[config.mk]
export PLATFORM = sky130hd
export DESIGN_NAME = clock_boot_mode_select
export DESIGN_NICKNAME = d
export VERILOG_FILES = /design/src/clock_boot_pkg.sv /design/src/clock_boot_mode_select.sv /design/src/reset_stretch.sv
export SDC_FILE = /design/constraint.sdc
export NUM_CORES = 1
export LEC_CHECK = 0
export BUFFER_PORTS_ARGS = -buffer_cell sky130_fd_sc_hd__buf_2
export CELL_PAD_IN_SITES_DETAIL_PLACEMENT = 1
export CELL_PAD_IN_SITES_GLOBAL_PLACEMENT = 1
export CORE_MARGIN = 2
export CORE_UTILIZATION = 45
export DETAILED_ROUTE_END_ITERATION = 6
export PLACE_DENSITY = 0.81
export SLEW_MARGIN = 20
export SYNTH_ARGS = -nofsm -noshare
export SYNTH_HDL_FRONTEND = slang
export SYNTH_SLANG_ARGS = --single-unit
[constraint.sdc]
create_clock -name sys_clk_i -period 4.8 [get_ports sys_clk_i]
set_clock_uncertainty 0.15 [all_clocks]
set_input_delay 0.96 -clock sys_clk_i [delete_from_list [all_inputs] [get_ports sys_clk_i]]
set_output_delay 0.96 -clock sys_clk_i [all_outputs]
set_load 0.005 [all_outputs]
[src/clock_boot_pkg.sv]
package clock_boot_pkg;

  localparam int unsigned SYS_CLK_HZ      = 200_000_000;
  localparam int unsigned RESET_HOLD_CLKS = 1024;
  localparam int unsigned RESET_CNT_W     = 11;
  localparam int unsigned OUT_DIV         = 1;
  localparam int unsigned OUT_DIV_W       = 4;
  localparam int unsigned SEL_PLL_BIT     = 1;
  localparam int unsigned SEL_SRC_BIT     = 0;

  typedef enum logic [1:0] {
    SRC_EXT_OSC   = 2'h0,
    SRC_RELAX_OSC = 2'h1,
    SRC_CRYSTAL   = 2'h2
  } clk_src_t;

  typedef enum logic [0:0] {
    ST_HOLD = 1'h0,
    ST_RUN  = 1'h1
  } boot_state_t;

  typedef struct packed {
    logic     pll_en;
    clk_src_t src;
    logic     flash_prog;
  } boot_cfg_t;

  typedef struct packed {
    logic [1:0] sel;
    logic       crystal;
    logic       cfg_pin_n;
    logic       test;
  } strap_t;

  localparam boot_cfg_t CFG_RESET = '{
    pll_en:     1'h0,
    src:        SRC_EXT_OSC,
    flash_prog: 1'h0
  };

endpackage

[src/clock_boot_mode_select.sv]
module clock_boot_mode_select #(
  parameter int unsigned HOLD_CYCLES = clock_boot_pkg::RESET_HOLD_CLKS,
  parameter int unsigned CLK_DIV     = clock_boot_pkg::OUT_DIV
) (
  input  wire logic                     sys_clk_i,
  input  wire logic                     rst_n_i,
  input  wire logic [1:0]               clock_boot_select_i,
  input  wire logic                     crystal_pin_i,
  output logic                          crystal_pin_o,
  output logic                          crystal_pin_oe_o,
  input  wire logic                     ext_clock_in_i,
  input  wire logic                     reset_config_pin_n_i,
  input  wire logic                     test_pin_i,
  output logic                          reset_out_pin_n_o,
  output logic                          pll_enable_o,
  output clock_boot_pkg::clk_src_t      ref_source_o,
  output logic                          ext_clock_in_enable_o,
  output logic                          system_clock_out_o,
  output logic                          flash_prog_mode_o,
  output logic                          flash_port_grant_o,
  output logic                          cfg_valid_o
);

  localparam int unsigned DW = clock_boot_pkg::OUT_DIV_W;
  localparam logic [DW-1:0] DIV_LAST = DW'(CLK_DIV - 1);

  //////////////////////////////////////////////////////////////////////////
  // strap decode

  function automatic clock_boot_pkg::boot_cfg_t decode(
    input clock_boot_pkg::strap_t s
  );
    clock_boot_pkg::boot_cfg_t c;
    c.pll_en = s.sel[clock_boot_pkg::SEL_PLL_BIT];
    case (s.sel)
      2'h0: begin
        c.src = s.crystal ? clock_boot_pkg::SRC_RELAX_OSC
                       : clock_boot_pkg::SRC_EXT_OSC;
      end
      2'h1: begin
        c.src = clock_boot_pkg::SRC_CRYSTAL;
      end
      2'h2: begin
        c.src = s.crystal ? clock_boot_pkg::SRC_RELAX_OSC
                       : clock_boot_pkg::SRC_EXT_OSC;
      end
      2'h3: begin
        c.src = clock_boot_pkg::SRC_CRYSTAL;
      end
      default: begin
        c.src = clock_boot_pkg::SRC_EXT_OSC;
      end
    endcase
    c.flash_prog = !s.cfg_pin_n && !s.test;
    return c;
  endfunction

  clock_boot_pkg::strap_t straps;
  assign straps = '{
    sel:       clock_boot_select_i,
    crystal:   crystal_pin_i,
    cfg_pin_n: reset_config_pin_n_i,
    test:      test_pin_i
  };

  //////////////////////////////////////////////////////////////////////////
  // reset hold window

  logic reset_out_n;
  logic release_now;

  reset_stretch #(
    .HOLD_CYCLES (HOLD_CYCLES),
    .CNT_W       (clock_boot_pkg::RESET_CNT_W)
  ) u_reset_stretch (
    .sys_clk_i     (sys_clk_i),
    .rst_n_i       (rst_n_i),
    .reset_out_n_o (reset_out_n),
    .release_o     (release_now)
  );

  assign reset_out_pin_n_o = reset_out_n;

  //////////////////////////////////////////////////////////////////////////
  // boot mode state

  clock_boot_pkg::boot_state_t state_q;
  clock_boot_pkg::boot_state_t state_d;
  clock_boot_pkg::boot_cfg_t   cfg_q;
  clock_boot_pkg::boot_cfg_t   cfg_d;
  logic                        ext_en_q;
  logic                        ext_en_d;

  always_comb begin
    state_d  = state_q;
    cfg_d    = cfg_q;
    ext_en_d = ext_en_q;
    case (state_q)
      clock_boot_pkg::ST_HOLD: begin
        if (release_now) begin
          cfg_d    = decode(straps);
          ext_en_d = (cfg_d.src
                      != clock_boot_pkg::SRC_RELAX_OSC);
          state_d  = clock_boot_pkg::ST_RUN;
        end
      end
      clock_boot_pkg::ST_RUN: begin
        state_d = clock_boot_pkg::ST_RUN;
      end
      default: begin
        state_d = clock_boot_pkg::ST_HOLD;
      end
    endcase
  end

  always_ff @(posedge sys_clk_i) begin
    if (!rst_n_i) begin
      state_q  <= clock_boot_pkg::ST_HOLD;
      cfg_q    <= clock_boot_pkg::CFG_RESET;
      ext_en_q <= 1'h1;
    end else begin
      state_q  <= state_d;
      cfg_q    <= cfg_d;
      ext_en_q <= ext_en_d;
    end
  end

  assign pll_enable_o          = cfg_q.pll_en;
  assign ref_source_o          = cfg_q.src;
  assign flash_prog_mode_o     = cfg_q.flash_prog;
  assign flash_port_grant_o    = cfg_q.flash_prog;
  assign ext_clock_in_enable_o = ext_en_q;
  assign cfg_valid_o           = (state_q == clock_boot_pkg::ST_RUN);

  //////////////////////////////////////////////////////////////////////////
  // crystal pin driver and clock out

  logic          pad_o_q;
  logic          pad_o_d;
  logic          pad_oe_q;
  logic          pad_oe_d;
  logic [DW-1:0] div_q;
  logic [DW-1:0] div_d;
  logic          sysclk_out_q;
  logic          sysclk_out_d;
  logic          upper_sel;
  logic          tick;

  // before the latch the live pin decides whether the pad is driven
  assign upper_sel = cfg_valid_o
                     ? cfg_q.pll_en
                     : clock_boot_select_i[clock_boot_pkg::SEL_PLL_BIT];
  assign tick = (div_q == DIV_LAST);

  always_comb begin
    pad_oe_d     = !upper_sel;
    pad_o_d      = !ext_clock_in_i;
    div_d        = div_q;
    sysclk_out_d = sysclk_out_q;
    if (cfg_valid_o) begin
      div_d = tick ? '0 : div_q + 1'h1;
      if (tick) begin
        sysclk_out_d = !sysclk_out_q;
      end
    end
  end

  always_ff @(posedge sys_clk_i) begin
    if (!rst_n_i) begin
      pad_o_q      <= 1'h0;
      pad_oe_q     <= 1'h0;
      div_q        <= '0;
      sysclk_out_q <= 1'h0;
    end else begin
      pad_o_q      <= pad_o_d;
      pad_oe_q     <= pad_oe_d;
      div_q        <= div_d;
      sysclk_out_q <= sysclk_out_d;
    end
  end

  assign crystal_pin_o      = pad_o_q;
  assign crystal_pin_oe_o   = pad_oe_q;
  assign system_clock_out_o = sysclk_out_q;

  logic [11:0] low_cnt_q;
  always_ff @(posedge sys_clk_i) begin
    if (!rst_n_i) begin
      low_cnt_q <= '0;
    end else if (!reset_out_n) begin
      low_cnt_q <= low_cnt_q + 1'h1;
    end
  end
endmodule

[src/reset_stretch.sv]
module reset_stretch #(
  parameter int unsigned HOLD_CYCLES = clock_boot_pkg::RESET_HOLD_CLKS,
  parameter int unsigned CNT_W       = clock_boot_pkg::RESET_CNT_W
) (
  input  wire logic sys_clk_i,
  input  wire logic rst_n_i,
  output logic      reset_out_n_o,
  output logic      release_o
);

  localparam logic [CNT_W-1:0] LAST = CNT_W'(HOLD_CYCLES - 1);

  logic [CNT_W-1:0] count_q;
  logic [CNT_W-1:0] count_d;
  logic             done_q;
  logic             done_d;

  // count the hold window once the reset source has let go
  always_comb begin
    count_d = count_q;
    done_d  = done_q;
    if (!done_q) begin
      if (count_q == LAST) begin
        done_d = 1'h1;
      end else begin
        count_d = count_q + 1'h1;
      end
    end
  end

  always_ff @(posedge sys_clk_i) begin
    if (!rst_n_i) begin
      count_q <= '0;
      done_q  <= 1'h0;
    end else begin
      count_q <= count_d;
      done_q  <= done_d;
    end
  end

  assign reset_out_n_o = done_q;
  assign release_o     = !done_q && (count_q == LAST);

endmodule
Yosys cells after proc, flatten, opt, wreduce, memory -nomap -nowiden
Index checks and enable logic that the tools add are counted.
W data, S select, Z words.
- word-level logic and storage cells: 46
- bits in registers: 25
- input port bits: 8
- bitwise logic cells: 3
- add/sub/neg operators: 2
- mux-type cells: 10
- equal/unequal tests: 5
- reductions and logical operators: 15
- operators by type and width (operator ; number):
    $add A11 B1 Y11 const B ; 1
    $eq A11 B10 Y1 const B ; 1
    $logic_not A1 Y1 ; 6
    $reduce_and A2 Y1 ; 3
    $mux W1 ; 5
    $add A4 B1 Y4 const B ; 1
    $eq A2 B2 Y1 const B ; 2
    $logic_not A4 Y1 ; 1
    $mux W2 ; 2
    $mux W4 ; 1
    $pmux W2 S2 ; 1
    $reduce_or A2 Y1 ; 2
    $not A1 Y1 ; 3
    $eq A2 B1 Y1 const B ; 1
    $logic_and A1 B1 Y1 ; 2
    $logic_not A2 Y1 ; 1
    $ne A2 B1 Y1 const B ; 1
    $pmux W1 S2 ; 1

Depth between registers and ports, before layout
- word-level depth: 6
- depth in mapped cells: 5
- gate-level depth less buffers: 5

By module
Synthesis repeated with hierarchy kept, for this count alone.
- cells, all modules: 121
- area, all modules: 1174.9 µm²
- modules (own cells, without submodules) (module ; area an instance (µm²) ; cells each ; instances):
    reset_stretch ; 606.8 ; 66 ; 1
    clock_boot_mode_select ; 568.0 ; 55 ; 1

Least setup slack after synthesis
OpenSTA, ideal clock, no wires.
- kind: input to register
- from: input rst_n_i
- to: register u_reset_stretch.count_q[5]
- setup slack: 2.908 ns
- path buffers: 2
- setup time: 0.072 ns
- data arrival time: 1.670 ns
- required time: 4.578 ns
- cell stages on the path: 4
- path through: clkbuf_1 > buf_1 > nand2_1 > mux2i_1
- RTL lines (element ; line ; text):
    start: declaration ; clock_boot_mode_select.sv:6 ; input wire logic rst_n_i,
    end signal: assignment ; reset_stretch.sv:36 ; count_q <= count_d;
    end: declaration ; reset_stretch.sv:13 ; logic [CNT_W-1:0] count_q;

Worst setup path after layout
- from: register state_q (netlist: cfg_valid_o)
- to: output cfg_valid_o
- RTL lines (element ; line ; text):
    start: declaration ; clock_boot_mode_select.sv:87 ; clock_boot_pkg::boot_state_t state_q;
    start signal: assignment ; clock_boot_mode_select.sv:118 ; state_q <= clock_boot_pkg::ST_HOLD;
    start signal: assignment ; clock_boot_mode_select.sv:122 ; state_q <= state_d;
    end: declaration ; clock_boot_mode_select.sv:21 ; output logic cfg_valid_o
No word-level cell between the ends.

==> results.tsv <==
metric	value	unit
status	completed	
initial_core_util	46.53	%
grt_pass1_wl	4864	um
hp-class	reg2reg	
core_area	0.002686	mm^2
swShare	27.59	%
yosys_warnings	0	
clock.fmax	452.0	MHz
crit_family	flip-flops	
r2r_start	u_reset_stretch.count_q[0]	
gr-usage-all-layers	19.22	%
start_kind	flop	
synth_common_cells	dfxtp_1, nand2_1, mux2i_1, inv_1, nor2_1	
synth_top_cell_area_share	40.04	%
met2_usage	34.39	%
hold_path.startpoint	ref_source_o[1]	
drcViolationCount	0	
final_antenna_net_count	0	
synth-seq-area-share	40.04	%
post-cts-setup-buffer-count	0	
p_switching	101.7	uW
cp.buffers_inverters	1	
p_per_area	268.0	mW/mm^2
drt_iter0_drc	15	
hold_viol	0	
worst_ir_drop_vdd	0.0001533	V
yosysTopAreaCell	dfxtp_1	
slew_headroom	66.77	%
maxCapViolCount	0	
seq_power_share	62.6	%
syn_area_per_cell	9.328	um^2
syn_area	0.001250	mm^2
crit_start	cfg_valid_o	
clk_pin_slew	0.14	ns
cp_slowest_cell	dfxtp_1	
setup_tns	0	ns
yosysUniqueCellTypes	44	
ys_async_sr_fraction	0	%
drt-total-wl	2718	um
place_congestion	0.7762	
path_max_fanout	11	
final_max_slew_viol_count	0	
end_kind	primary output	
antenna_found_initial	0	
synth_nets	145	
routedWlPerCell	15.10	um
critPathKind	reg2out	
h-tree-depth	1	
period_needed	2.212	ns
cts_buffer_depth	2	
num_vias	1034	
clk_latency	0.33	ns
setup_viol	0	
postCtsHoldBufs	0	
worstPathArrival	1.10	ns
post-route-period-util	46.09	%
pwr-share-clk	26.2	%
num_rows	19	
tritoncts	yes	
hpwl	1999	um
die_h	56.71	um
die_width	56.71	um
grt_max_degree	27	
combPwrFrac	11.2	%
num-nets-final	161	
cts_sinks	25	
drive_gt1_share	18.79	%
dieArea	0.003215	mm^2
diodes	0	
final_area	0.001375	mm^2
ys_ff_latch	25	
crit_required	3.69	ns
grt_pass1_vias	1076	
grt_overflow	0	
path_cells	buf_2	
cts_made_buffers	3	
cts_root_buf	clkbuf_4	
placed_cell_area	0.001348	mm^2
top_usage_layer	met2	
ios	19	
whs	0.3223	ns
vias_per_cell	5.744	
synth_edf_count	0	
use_met1	22.57	%
worst_slew_pin_slew	0.4963	ns
slowest_delay	0.58	ns
ctsResizeCount	0	
firstDrtPassIters	4	
areaGrowthSynthToFinish	10.01	%
use_met3	2.765	%
io_buffers	18	
p_leak	0.5891	nW
ys.flop_type	dfxtp_1	
synth.most_common_cell	dfxtp_1	
rsz0062_at_grt	no	
p_int	266.9	uW
yosys-top-cells-area	dfxtp_1, mux2i_1, nand2_1	
synthCells	134	
==> layout by cell type (no fill, tap or decap), types with 2 or more instances in the layout <==
cell type,synthesis,routed
a21oi_1,3,3
nand2_1,19,19
nor3_1,2,2
nand4_1,2,2
dfxtp_1,25,25
mux2i_1,8,8
nand3b_1,2,2
buf_2,1,18
inv_1,7,7
clkbuf_4,0,3
ha_1,3,3
nand2b_1,5,5
or4_1,2,2
o21a_1,2,2
nor2_1,7,7
xnor2_1,2,2
o311a_1,2,2
a211oi_1,5,5
a31oi_1,2,2
and4b_1,2,2
o21ai_0,3,3
nand3_1,4,4
==> layout make-up <==
cell class / count / area, um^2
Timing Repair Buffer: 18 / 90.09
Clock buffer: 3 / 22.52
Sequential cell: 25 / 500.5
Clock inverter: 1 / 5.005
Multi-Input combinational cell: 95 / 691.9
Tap cell: 31 / 38.79
Inverter: 7 / 26.28
Fill cell: 340 / 1311
==> power groups by stage <==
stage	sequential, mW	combinational, mW	clock, mW
global route	0.232	0.0474	0.111
floorplan	0.231	0.0311	0
global placement	0.233	0.0393	0
finish	0.231	0.0413	0.0966
CTS	0.230	0.0420	0.101
detailed placement	0.235	0.0421	0
==> kinds of logic after synthesis <==
group	share of synthesized area [%]
DFF	40.04
buffers and inverters	4.604
muxes	7.608
xor gates and xnor gates	1.402
AOI/OAI and AO/OA	14.11
and+or+nand+nor	29.23
adders and majority gates	3.003
==> per-stage QoR <==
stage | util, % | worst slack (ns) | cells | total power [mW]
6_report | 51.19 | 2.588 | 180 | 0.3686
5_1_grt | 51.19 | 2.511 | 180 | 0.3905
4_1_cts | 51.19 | 2.571 | 180 | 0.3736
3_5_place_dp | 50.16 | 2.438 | 176 | 0.2771
3_3_place_gp | 50.16 | 2.534 | 176 | 0.2724
2_1_floorplan | - | 2.908 | 134 | 0.2620
==> sequential cells by signal (all words and copies together), names as in the netlist <==
name,count
cfg_valid_o,1
crystal_pin_o,1
crystal_pin_oe_o,1
div_q,4
ext_clock_in_enable_o,1
flash_port_grant_o,1
pll_enable_o,1
ref_source_o,2
system_clock_out_o,1
u_reset_stretch.count_q,11
u_reset_stretch.reset_out_n_o,1
==> final timing paths <==
| kind | end | slack [ns] | cells after the start |
|---|---|---|---|
| max | cfg_valid_o | 2.59 | 1 |
| min reg2reg | ref_source_o[1] | 0.32 | 2 |
| max reg2reg | ext_clock_in_enable_o | 2.73 | 4 |
| min | ref_source_o[1] | 0.32 | 2 |
==> layer usage <==
metal  wire (um)  part of all wire [%]
met2        1384                    51
met1        1209                    44
met4          50                   1.8
met3          73                   2.7
met5           0                     0
Note: power is estimated with default switching activity, not from simulation.
